===== src/hdl/cspp_defines.svh =====
`ifndef CSPP_DEFINES_SVH
`define CSPP_DEFINES_SVH

// ----------------------------------------------------------------
// bus widths
// ----------------------------------------------------------------
`define CSPP_ADDR_W         16
`define CSPP_DATA_W         16

// ----------------------------------------------------------------
// register offsets
// ----------------------------------------------------------------
`define CSPP_OFS_RUN_STATE  16'hF405
`define CSPP_OFS_CLEAR      16'hF421
`define CSPP_OFS_MASK       16'hF422
`define CSPP_OFS_FLAG       16'hF427
`define CSPP_OFS_CODE       16'hF428
`define CSPP_OFS_IRQ_STAT   16'hF430
`define CSPP_OFS_IRQ_MASK   16'hF431

// ----------------------------------------------------------------
// fields
// ----------------------------------------------------------------
`define CSPP_CLEAR_BIT      0
`define CSPP_SRC_N          12
`define CSPP_SRC_MSB        11
`define CSPP_RSV_MSB        15
`define CSPP_RSV_LSB        12
`define CSPP_STATE_MSB      2
`define CSPP_EV_N           2
`define CSPP_EV_ERR         0
`define CSPP_EV_STATE       1

// ----------------------------------------------------------------
// reset values
// ----------------------------------------------------------------
`define CSPP_MASK_RST       12'h003
`define CSPP_CLEAR_RST      1'h0
`define CSPP_CODE_RST       12'h000
`define CSPP_IRQ_MASK_RST   2'h0
`define CSPP_RDATA_RST      16'h0000
`define CSPP_FLAG_RST       1'h0
`define CSPP_EVENT_RST      2'h0
`define CSPP_IRQ_RST        1'h0

`endif


===== src/hdl/cspp_pkg.sv =====
`include "cspp_defines.svh"

package cspp_pkg;

    // ----------------------------------------------------------------
    // core run-state codes
    // ----------------------------------------------------------------
    typedef enum logic [2:0] {
        CSPP_ST_OFF   = 3'b000,
        CSPP_ST_RUN   = 3'b001,
        CSPP_ST_PAUSE = 3'b010,
        CSPP_ST_SLEEP = 3'b011,
        CSPP_ST_STALL = 3'b100
    } cspp_run_state_t;

    // ----------------------------------------------------------------
    // core condition as seen from the core logic
    // ----------------------------------------------------------------
    typedef struct packed {
        logic active;
        logic paused;
        logic sleeping;
        logic stalled;
    } cspp_core_cond_t;

    // ----------------------------------------------------------------
    // register port request
    // ----------------------------------------------------------------
    typedef struct packed {
        logic [`CSPP_ADDR_W-1:0] addr;
        logic [`CSPP_DATA_W-1:0] wdata;
        logic                    wr;
        logic                    rd;
    } cspp_bus_req_t;

endpackage


===== src/hdl/cspp_state_enc.sv =====
`timescale 1ns/1ps
`default_nettype none

// ----------------------------------------------------------------
// live run-state encoder
// ----------------------------------------------------------------
module cspp_state_enc
    import cspp_pkg::*;
(
    input  wire cspp_core_cond_t cond,
    output var  cspp_run_state_t code
);

    always_comb begin
        case (1'b1)
            !cond.active: code = CSPP_ST_OFF;
            cond.stalled: code = CSPP_ST_STALL;
            cond.paused:  code = CSPP_ST_PAUSE;
            cond.sleeping: code = CSPP_ST_SLEEP;
            default:      code = CSPP_ST_RUN;
        endcase
    end

endmodule // cspp_state_enc

`default_nettype wire


===== src/hdl/cspp_core.sv =====
// Overview of operation
// - run-state field shows the core condition at the moment of the read
// - code 000 means core not running: after boot and after a halt
// - code 001 means core running normally
// - code 010 means paused by a pause instruction, clock gated
// - code 011 means sleeping until the next audio sample
// - code 100 means stalled for a few cycles while requests are serviced
// - rising edge of clear bit 0 clears flag and error state; level does nothing
// - parity errors are reported only from memories whose mask bit is 0
// - mask bits 11..8 gate data memory b banks 3..0, reset 0
// - mask bits 7..4 gate data memory a banks 3..0, reset 0
// - mask bits 3 and 2 gate program memories b and a, reset 0
// - mask bits 1 and 0 gate rate converters b and a, reset 1
// - mask bits 15..12 are reserved and read zero
// - error flag is sticky until the clear edge
// - error code holds the first reported error until cleared
//
// Strobed register access was left to the implementer.
`timescale 1ns/1ps
`default_nettype none

`include "cspp_defines.svh"

module cspp_core
    import cspp_pkg::*;
(
    input  wire  logic                    clk_sys,
    input  wire  logic                    srst,
    input  wire  cspp_bus_req_t           bus,
    output logic [`CSPP_DATA_W-1:0]       rd_data,
    input  wire  cspp_core_cond_t         core_cond,
    input  wire  logic [`CSPP_SRC_N-1:0]  parity_err,
    output logic                          error_flag,
    output logic [`CSPP_SRC_N-1:0]        error_code,
    output cspp_run_state_t               run_state,
    output logic                          irq
);

    // ----------------------------------------------------------------
    // declarations
    // ----------------------------------------------------------------
    cspp_run_state_t              live_state;
    logic [`CSPP_SRC_N-1:0]       mask;
    logic                         clear_bit;
    logic                         clear_prev;
    logic                         clear_edge;
    logic [`CSPP_SRC_N-1:0]       reported;
    logic                         any_report;
    logic [`CSPP_EV_N-1:0]        irq_stat;
    logic [`CSPP_EV_N-1:0]        irq_mask;
    logic [`CSPP_EV_N-1:0]        ev;
    logic [`CSPP_EV_N-1:0]        next_irq_stat;
    logic [`CSPP_EV_N-1:0]        next_irq_mask;
    logic [`CSPP_DATA_W-1:0]      next_rd_data;
    logic                         wr_clear;
    logic                         wr_mask;
    logic                         wr_irq_stat;
    logic                         wr_irq_mask;

    // ----------------------------------------------------------------
    // run-state encoding
    // ----------------------------------------------------------------
    cspp_state_enc u_enc (
        .cond (core_cond),
        .code (live_state)
    );

    always_ff @(posedge clk_sys) begin
        if (srst) begin
            run_state <= CSPP_ST_OFF;
        end else begin
            run_state <= live_state;
        end
    end

    // ----------------------------------------------------------------
    // write decode
    // ----------------------------------------------------------------
    assign wr_clear    = bus.wr && (bus.addr == `CSPP_OFS_CLEAR);
    assign wr_mask     = bus.wr && (bus.addr == `CSPP_OFS_MASK);
    assign wr_irq_stat = bus.wr && (bus.addr == `CSPP_OFS_IRQ_STAT);
    assign wr_irq_mask = bus.wr && (bus.addr == `CSPP_OFS_IRQ_MASK);

    // ----------------------------------------------------------------
    // parity mask register
    // ----------------------------------------------------------------
    always_ff @(posedge clk_sys) begin
        if (srst) begin
            mask <= `CSPP_MASK_RST;
        end else if (wr_mask) begin
            mask <= bus.wdata[`CSPP_SRC_MSB:0];
        end
    end

    // ----------------------------------------------------------------
    // clear control and edge detect
    // ----------------------------------------------------------------
    always_ff @(posedge clk_sys) begin
        if (srst) begin
            clear_bit <= `CSPP_CLEAR_RST;
        end else if (wr_clear) begin
            clear_bit <= bus.wdata[`CSPP_CLEAR_BIT];
        end
    end

    always_ff @(posedge clk_sys) begin
        if (srst) begin
            clear_prev <= `CSPP_CLEAR_RST;
        end else begin
            clear_prev <= clear_bit;
        end
    end

    // software must drop the bit again before the next clear can act
    assign clear_edge = clear_bit && !clear_prev;

    // ----------------------------------------------------------------
    // error reporting
    // ----------------------------------------------------------------
    assign reported   = parity_err & ~mask;
    assign any_report = |reported;

    // a report in the clear cycle survives: set wins over clear
    always_ff @(posedge clk_sys) begin
        if (srst) begin
            error_flag <= `CSPP_FLAG_RST;
        end else if (clear_edge) begin
            error_flag <= any_report;
        end else if (any_report) begin
            error_flag <= 1'h1;
        end
    end

    always_ff @(posedge clk_sys) begin
        if (srst) begin
            error_code <= `CSPP_CODE_RST;
        end else if (clear_edge) begin
            error_code <= reported;
        end else if (!error_flag && any_report) begin
            error_code <= reported;
        end
    end

    // ----------------------------------------------------------------
    // interrupt status and mask
    // ----------------------------------------------------------------
    assign ev[`CSPP_EV_ERR]   = any_report;
    assign ev[`CSPP_EV_STATE] = (live_state != run_state);

    always_comb begin
        next_irq_stat = irq_stat;
        if (wr_irq_stat) begin
            next_irq_stat = irq_stat & ~bus.wdata[`CSPP_EV_N-1:0];
        end
        next_irq_stat = next_irq_stat | ev;
    end

    always_ff @(posedge clk_sys) begin
        if (srst) begin
            irq_stat <= `CSPP_EVENT_RST;
        end else begin
            irq_stat <= next_irq_stat;
        end
    end

    always_comb begin
        next_irq_mask = irq_mask;
        if (wr_irq_mask) begin
            next_irq_mask = bus.wdata[`CSPP_EV_N-1:0];
        end
    end

    always_ff @(posedge clk_sys) begin
        if (srst) begin
            irq_mask <= `CSPP_IRQ_MASK_RST;
        end else begin
            irq_mask <= next_irq_mask;
        end
    end

    always_ff @(posedge clk_sys) begin
        if (srst) begin
            irq <= `CSPP_IRQ_RST;
        end else begin
            irq <= |(next_irq_stat & next_irq_mask);
        end
    end

    // ----------------------------------------------------------------
    // read mux
    // ----------------------------------------------------------------
    always_comb begin
        next_rd_data = `CSPP_RDATA_RST;
        case (bus.addr)
            `CSPP_OFS_RUN_STATE: begin
                next_rd_data[`CSPP_STATE_MSB:0] = live_state;
            end
            `CSPP_OFS_CLEAR: begin
                next_rd_data[`CSPP_CLEAR_BIT] = clear_bit;
            end
            `CSPP_OFS_MASK: begin
                next_rd_data[`CSPP_SRC_MSB:0] = mask;
            end
            `CSPP_OFS_FLAG: begin
                next_rd_data[0] = error_flag;
            end
            `CSPP_OFS_CODE: begin
                next_rd_data[`CSPP_SRC_MSB:0] = error_code;
            end
            `CSPP_OFS_IRQ_STAT: begin
                next_rd_data[`CSPP_EV_N-1:0] = irq_stat;
            end
            `CSPP_OFS_IRQ_MASK: begin
                next_rd_data[`CSPP_EV_N-1:0] = irq_mask;
            end
            default: begin
                next_rd_data = `CSPP_RDATA_RST;
            end
        endcase
    end

    always_ff @(posedge clk_sys) begin
        if (srst) begin
            rd_data <= `CSPP_RDATA_RST;
        end else if (bus.rd) begin
            rd_data <= next_rd_data;
        end else begin
            rd_data <= `CSPP_RDATA_RST;
        end
    end
endmodule // cspp_core

`default_nettype wire


===== config.mk =====
export PLATFORM = sky130hd
export DESIGN_NAME = cspp_core
export DESIGN_NICKNAME = d
export VERILOG_FILES = /design/src/hdl/cspp_pkg.sv /design/src/hdl/cspp_state_enc.sv /design/src/hdl/cspp_core.sv
export VERILOG_INCLUDE_DIRS = /design/src /design/src/hdl
export SDC_FILE = /design/constraint.sdc
export NUM_CORES = 1
export LEC_CHECK = 0
export BUFFER_PORTS_ARGS = -buffer_cell sky130_fd_sc_hd__buf_2
export CORE_ASPECT_RATIO = 0.5
export CORE_MARGIN = 4
export CORE_UTILIZATION = 43
export DETAILED_ROUTE_END_ITERATION = 8
export GPL_TIMING_DRIVEN = 0
export PLACE_DENSITY = 0.85
export REMOVE_ABC_BUFFERS = 1
export SKIP_LAST_GASP = 1
export SYNTH_ARGS = -nofsm -noshare
export SYNTH_HDL_FRONTEND = slang
export SYNTH_SLANG_ARGS = --single-unit
export TNS_END_PERCENT = 100

===== constraint.sdc =====
create_clock -name clk_sys -period 1.7 [get_ports clk_sys]
set_input_delay 0.085 -clock clk_sys [delete_from_list [all_inputs] [get_ports clk_sys]]
set_output_delay 0.085 -clock clk_sys [all_outputs]
set_load 0.005 [all_outputs]

# Word level (Yosys, flattened, before mapping)
# Index checks and enable logic that the tools add are counted.
dict set report totals {
  ff_bits 51
  ram_bits 0
  output_inout_bits 33
  mem_count 0
  latchBits 0
  input_bits 52
  word_cells 53
  mem_bits_ro 0
}
dict set report classes {
  shift 0
  multipliers 0
  n_bitwise 7
  order_cmp 0
  div_mod_pow 0
  muxes 14
  n_reduce_logical 13
  n_addsub 0
  eq_ne 8
}
# operator count
set ops {}
lappend ops {{$eq A16 B16 Y1 const B} 7}
lappend ops {{$mux W12} 2}
lappend ops {{$pmux W9 S2} 1}
lappend ops {{$and A12 B12 Y12} 1}
lappend ops {{$not A12 Y12} 1}
lappend ops {{$reduce_or A12 Y1} 1}
lappend ops {{$mux W3} 3}
lappend ops {{$pmux W1 S7} 1}
lappend ops {{$logic_and A1 B1 Y1} 6}
lappend ops {{$mux W2} 3}
lappend ops {{$pmux W1 S5} 1}
lappend ops {{$and A2 B2 Y2} 2}
lappend ops {{$reduce_bool A2 Y1} 2}
lappend ops {{$reduce_or A2 Y1} 2}
lappend ops {{$ne A3 B3 Y1} 1}
lappend ops {{$pmux W1 S3} 1}
lappend ops {{$logic_not A1 Y1} 2}
lappend ops {{$mux W1} 2}
lappend ops {{$not A2 Y2} 1}
lappend ops {{$or A2 B2 Y2} 1}
lappend ops {{$not A1 Y1} 1}

# Longest topological paths before layout
# Gate-level depths: netlist of run 1.
dict set report depth {
  word_depth 8
  ltp_mapped 8
  ltp_nobuf 5
}

# Hierarchy
# Synthesis of run 1 repeated with hierarchy kept, for this count alone.
dict set report hier_totals {
  cells_unflattened 243
  hier_area_um2 2154.6
}
# module instances seq_area_each_um2 area_each_um2 cells_per_inst
set by_module_without_submodules {}
lappend by_module_without_submodules {cspp_core 1 940.9 2119.5 238}
lappend by_module_without_submodules {cspp_state_enc 1 0.0 35.0 5}

# Worst setup path before layout of run 1
# Ideal clock, no wire load.
dict set report synth_timing {
  path_type {flip-flop to flip-flop}
  startpoint {register mask[7]}
  endpoint {register error_code[1]}
  path_buffers 1
  required_time_ns 1.630
  setup_time_ns 0.070
  stages_incl_launch_ff 7
  synth_period_minus_slack_ns 1.604
  slack_ns 0.096
  arrival_ns 1.534
  path_cell_list {dfxtp_1 nand2b_1 nand4_1 o31ai_2 buf_2 nand3_1 a21oi_1}
}
dict set report synth_between {
  elab_chain_len 5
}
# element line
set synth_lines {}
lappend synth_lines {{start, declared} cspp_core.sv:43} ;# logic [`CSPP_SRC_N-1:0] mask;
lappend synth_lines {{start signal, assigned} cspp_core.sv:89} ;# mask <= `CSPP_MASK_RST;
lappend synth_lines {{start signal, assigned} cspp_core.sv:91} ;# mask <= bus.wdata[`CSPP_SRC_MSB:0];
lappend synth_lines {{$not A12 Y12} cspp_core.sv:120} ;# assign reported = parity_err & ~mask;
lappend synth_lines {{$and A12 B12 Y12} cspp_core.sv:120}
lappend synth_lines {{$reduce_or A12 Y1} cspp_core.sv:121} ;# assign any_report = |reported;
lappend synth_lines {{$logic_and A1 B1 Y1} cspp_core.sv:139} ;# end else if (!error_flag && any_report) begin
lappend synth_lines {{$reduce_bool A2 Y1 (no line)} n/a}
lappend synth_lines {{end signal, assigned} cspp_core.sv:136} ;# error_code <= `CSPP_CODE_RST;
lappend synth_lines {{end signal, assigned} cspp_core.sv:138} ;# error_code <= reported;
lappend synth_lines {{end signal, assigned} cspp_core.sv:140} ;# error_code <= reported;
lappend synth_lines {{end, declared} cspp_core.sv:34} ;# output logic [`CSPP_SRC_N-1:0] error_code,
# Every way passes these cells.
# A chain may end at the register's enable or synchronous reset.

# Final worst setup path of run 1
dict set report layout_timing {
  startpoint {register mask[10]}
  endpoint {register error_code[6]}
}
# The elaborated chain is that of the path after synthesis.

==> qor.csv, run 1 <==
metric;value;unit
outcome;finished clean;
ant_nets;0;
layout.nets;369;
power.density;764.3;nW/um2
synth_top_area_cell;dfxtp_1;
switching_power;0.5254;mW
drive_above_1_share;0.3176;
maxCapViolations;0;
synthTopCellsByCount;dfxtp_1, nor2_1, nand2b_1, a21oi_1, mux2i_1;
internal_power;1.552;mW
worst_path_dominant_cell_family;compound AO/OA/AOI/OAI gates;
cpPeakStageDelay;0.37;ns
highest_layer;met4;
ir_worst_vdd;0.3279;mV
synth_cell_types;40;
dieWidth;108.3;um
seq_area_frac_synth;0.4352;
p_sw_frac;0.2530;
post-route-min-period;1.607;ns
grt_max_degree;37;
drt_iter0_drc;113;
slew_viol_final;0;
worstSetupStartpoint;mask[10]$_SDFFE_PP0P_;
critPathArrivalTime;1.77;ns
worstSetupStartpointType;flip-flop;
maxClockFrequency;622.1;MHz
wl_met1;2307;um
io_buffers;76;
grt_pass1_wl;9459;um
fin_cells;384;
nFillCells;395;
num_io_pins;85;
synth-main-ff-cell;dfxtp_1;
cp_slowest_cell;dfxtp_1;
placed_cell_area;2525;um2
fin_skew;0.01032;ns
track_usage;0.1884;
wl_per_cell;15.62;um
path_buf_inv;1;
cts_tree;yes;
synthesis.area;2162;um2
path_max_fanout;12;
min_path_type;in -> reg;
async_flop_share;0;
cts_hold_buf;0;
power.share.clock;0.345;
min-delay-start;bus[8];
worstSkewPairLatency;0.30;ns
netlist_top_cells_area;dfxtp_1, mux2i_1, nand2b_1, nor2_1, a21oi_1;
clk_transition_reported_paths;0.09;ns
via_count;2113;
r2r-start;mask[10]$_SDFFE_PP0P_;
clockBufferDepth;2;
p_total;2.077;mW
slew-limit-headroom;0.5805;
gp_congestion;0.8754;
pwr-share-seq;0.548;
cts_root_buf;clkbuf_8;
cts.sink_count;47;
ys_ff_latch;47;
combPwrFrac;0.107;
synth_warnings;0;
synth.avg_cell_area;8.861;um2
grt_pass1_vias;2081;
met2_length;3167;um
dr_wl_met3;444;um
endpoint_kind;flip-flop;
overflow;0;
finalSetupTns;0;ns
p_leak;1.162;nW
synthToLayoutAreaGrowth;25.69;%
dr.pass1.iters;5;
start_util;0.4684;
setup_violations;0;
hpwlAfterDp;4258;um
routed_wl;5999;um
dp.cells;370;
core_area;4616;um2
synth_edf_count;0;
worstSetupPathType;reg -> reg;
synthCells;244;
worst_pin_slew;0.6292;ns
final_area;2718;um2
rows;17;
path_cells;nand2b_1 > nand4_1 > o31ai_4 > buf_4 > a21o_1 > a21oi_1;
die_h;58.14;um
cts_buffers;5;
required;1.86;ns
yosys.cell_count.top_type;dfxtp_1;
drc_errors;0;
synth.top_cell.area_share;0.4352;
fin_util;0.5888;
dieArea;6295;um2
via_per_inst;5.503;
grt_antenna_before_repair;0;
hold_violations;0;
finalCritPeriodShare;0.9455;
htree_levels;2;
rsz0062_at_grt;true;
n_antenna_cell;0;
[tightest hold or removal path, delay by kind of cell]
family | cells | cell delay, ns
buf+inv | 1 | 0.08
simple gates | 1 | 0.07
mux | 1 | 0.05
[cells in the final DEF, fill, tap and decap left out, types with 2 or more instances in the layout]
cell,count
o21ai_0,4
clkbuf_8,6
o22ai_1,3
inv_1,3
nand2_1,5
nand3_1,9
a21oi_1,17
buf_2,76
nor2_1,35
nand4_1,6
mux2i_1,17
a22oi_1,10
nand2b_1,21
a31oi_1,6
nor4b_4,2
buf_4,7
nor3_1,4
nor2b_1,3
dfxtp_1,47
conb_1,4
and4b_1,2
a21o_1,8
[routing by layer]
layer,vias to the layer above,GRT usage
met2,93,0.3640
met4,0,0.06475
li1,999,-
met3,12,0.05451
met5,-,0
met1,1009,0.1980
[logic make-up after synthesis]
family,share of synthesized area
buf+inv,0.06308
compound gates,0.1545
xor+xnor,0.008103
flops,0.4352
mux,0.07870
other cells,0.001734
simple gates,0.2587
[final timing paths]
| check | slack, ns | cells after the start | to |
|---|---|---|---|
| setup / recovery | 0.09 | 6 | error_code[6]$_SDFFE_PP0P_ |
| hold / removal | 0.01 | 3 | mask[6]$_SDFFE_PP0P_ |
| hold reg to reg | 0.49 | 2 | error_code[4]$_SDFFE_PP0P_ |
| setup reg to reg | 0.09 | 6 | error_code[6]$_SDFFE_PP0P_ |
[cell type report]
type,count,area [um2],share of cell area
flip-flops and latches,47,940.9,0.3462
clock buffers,6,82.58,0.03039
inverters,3,11.26,0.004144
clock inverters,2,16.27,0.005985
well taps,66,82.58,0.03039
repair buffers,83,432.9,0.1593
multi-input cells,177,1151,0.4236
[stage by stage]
step	setup slack [ns]	hold slack (ns)
final	0.09264	0.01439
after detailed placement	-0.8390	0.3298
after global placement	-1.252	0.3193
after floorplan	-0.2996	0.1541
after CTS	-0.06445	0.01354
after global routing	-0.02993	0.02836
[registers in the layout (all words and copies together), names as in the netlist]
signal      cells
clear_bit       1
run_state       3
clear_prev      1
error_flag      1
rd_data        12
error_code     12
irq_stat        2
irq_mask        2
mask           12
irq             1
[timing repair]
action | in CTS | in global routing
buffers inserted | 4 | 2
gates resized for setup | 4 | 4
endpoints found under the setup margin | 35 | 5
pin swaps | 2 | 1
[power groups by stage]
stage / logic (mW) / clock network (mW) / registers (mW)
after global routing: 0.242 / 0.770 / 1.14
after detailed placement: 0.204 / 0 / 1.16
final: 0.221 / 0.718 / 1.14
after CTS: 0.214 / 0.723 / 1.14
after global placement: 0.195 / 0 / 1.16
after floorplan: 0.0848 / 0 / 1.16
Note: power is estimated with default switching activity, not from simulation.
==> run 2: changes to the inputs <==
RECOVER_POWER = 100   (was not set)
==> run 2 against run 1 <==
  * Flip-flop and latch count unchanged
  * Non-clock buffer count stayed put
  * Clock power about the same
  * Largest power group unchanged
  * Maximum frequency grew 0.44%
==> qor.csv, run 2 (synthesis results as in run 1) <==
metric;value;unit;change
outcome;finished clean;;
reg_top3;error_code (12), mask (12), rd_data (12);;
dieWidth;108.3;um;unchanged
grt_pass1_vias;2081;;unchanged
core_area;4616;um2;unchanged
fin_cells;384;;unchanged
wl_per_cell;15.67;um;+0.30%
dr.pass1.iters;5;;unchanged
met3_usage;0.05451;;unchanged
grt_antenna_before_repair;0;;unchanged
htree_levels;2;;unchanged
top_usage_layer;met2;;
mostFrequentLayoutCells;buf_2, dfxtp_1, nor2_1;;
grt_pass1_wl;9459;um;unchanged
placed_cell_area;2525;um2;unchanged
cts_root_buf;clkbuf_8;;
reg2regPathDepth;6;;unchanged
worstSetupPathType;reg -> reg;;
ant_nets;0;;unchanged
post-route-min-period;1.600;ns;-0.006988 ns
dieArea;6295;um2;unchanged
final_area;2704;um2;-0.51%
clockBufferDepth;2;;unchanged
worstSkewPairLatency;0.31;ns;about the same
rsz0062_at_grt;true;;
p_leak;1.117;nW;-3.8%
layout.nets;369;;unchanged
num_io_pins;85;;unchanged
overflow;0;;unchanged
required;1.86;ns;about the same
power.density;768.1;nW/um2;+0.50%
final_common_cell;buf_2;;
worstSetupStartpointType;flip-flop;;
finalCritPeriodShare;0.9414;;-0.004110
critPathArrivalTime;1.76;ns;about the same
final-seq-area;940.9;um2;unchanged
fin_skew;0.01285;ns;+0.002531 ns
worst_pin_slew;0.6353;ns;+0.006077 ns
hpwlAfterDp;4258;um;unchanged
clk_transition_reported_paths;0.09;ns;about the same
maxClockFrequency;624.9;MHz;+0.44%
via_per_inst;5.539;;+0.66%
routed_wl;6017;um;+0.30%
hold_violations;0;;unchanged
drt_iter0_drc;118;;+4.4%
cts_hold_buf;0;;unchanged
nFillCells;402;;+1.8%
min_path_type;in -> reg;;
synthToLayoutAreaGrowth;25.06;%;
n_antenna_cell;0;;unchanged
slew-limit-headroom;0.5765;;-0.004051
setup_violations;0;;unchanged
grt_util_met2;0.3640;;unchanged
min_path_cells;3;;unchanged
drive_above_1_share;0.2830;;-0.03459
cts.sink_count;47;;unchanged
grt.met1_usage;0.1980;;unchanged
drc_errors;0;;unchanged
via_count;2127;;+0.66%
endpoint_kind;flip-flop;;
gp_congestion;0.8754;;unchanged
cts_tree;yes;;
path_max_fanout;12;;unchanged
die_h;58.14;um;unchanged
start_util;0.4684;;unchanged
dp.cells;370;;unchanged
cts_buffers;5;;unchanged
maxCapViolations;0;;unchanged
slew_viol_final;0;;unchanged
rows;17;;unchanged
track_usage;0.1884;;unchanged
ir_worst_vdd;0.3285;mV;+0.18%
multi_input_area;1151;um2;unchanged
io_buffers;76;;unchanged
grt_max_degree;37;;unchanged
==> run 2: cell types whose count changed in the layout (fill, tap and decap cells not counted) <==
cell      change
buf_2        -11
buf_1         +1
clkbuf_1     +10
==> run 2: cell type report <==
cell class	count	share of cell area
Sequential cell	47	0.3480
Timing Repair Buffer	83	0.1550
Clock inverter	2	0.006016
Clock buffer	6	0.03054
Multi-Input combinational cell	177	0.4257
Tap cell	66	0.03054
Inverter	3	0.004165
==> run 2: repair_timing <==
action / CTS / global route
setup buffers: 4 / 2
resized for setup: 4 / 4
setup endpoints to repair: 35 / 5
pin swaps: 2 / 1
==> run 2: worst max-delay path, cell delays in order, from the launching register on <==
cell	delay (ns)
dfxtp_1	0.37
nand2b_1	0.15
nand4_1	0.20
o31ai_4	0.30
buf_4	0.22
a21o_1	0.14
a21oi_1	0.07
==> run 2: report_power, final <==
part / switching, mW / total (mW) / internal (mW)
registers: 0.0177 / 1.14 / 1.12
logic: 0.122 / 0.220 / 0.0971
clock network: 0.387 / 0.719 / 0.332
==> run 2: path summary, 6_finish.rpt <==
check / startpoint / end / slack, ns
max: mask[10]$_SDFFE_PP0P_ / error_code[6]$_SDFFE_PP0P_ / 0.1
min: bus[8] / mask[6]$_SDFFE_PP0P_ / 0.01
min reg2reg: error_code[4]$_SDFFE_PP0P_ / error_code[4]$_SDFFE_PP0P_ / 0.49
max reg2reg: mask[10]$_SDFFE_PP0P_ / error_code[6]$_SDFFE_PP0P_ / 0.1
==> run 2: through the flow <==
stage	setup slack, ns	hold slack [ns]	power (mW)	util	setup TNS [ns]
6_report	0.09962	0.01359	2.077	0.5858	0
3_5_place_dp	-0.8390	0.3298	1.368	0.5470	-16.31
4_1_cts	-0.06445	0.01354	2.076	0.5809	-0.06445
3_3_place_gp	-1.252	0.3193	1.356	0.5441	-19.77
2_1_floorplan	-0.2996	0.1541	1.247	-	-1.557
5_1_grt	-0.02993	0.02836	2.152	0.5858	-0.02993
==> run 2: per-layer routing <==
| metal | share of wire | up-vias | routed length, um |
|---|---|---|---|
| li1 | - | 1000 | - |
| met1 | 0.38 | 1014 | 2275 |
| met2 | 0.53 | 95 | 3191 |
| met3 | 0.074 | 18 | 445 |
| met4 | 0.017 | 0 | 104 |
| met5 | 0 | - | 0 |
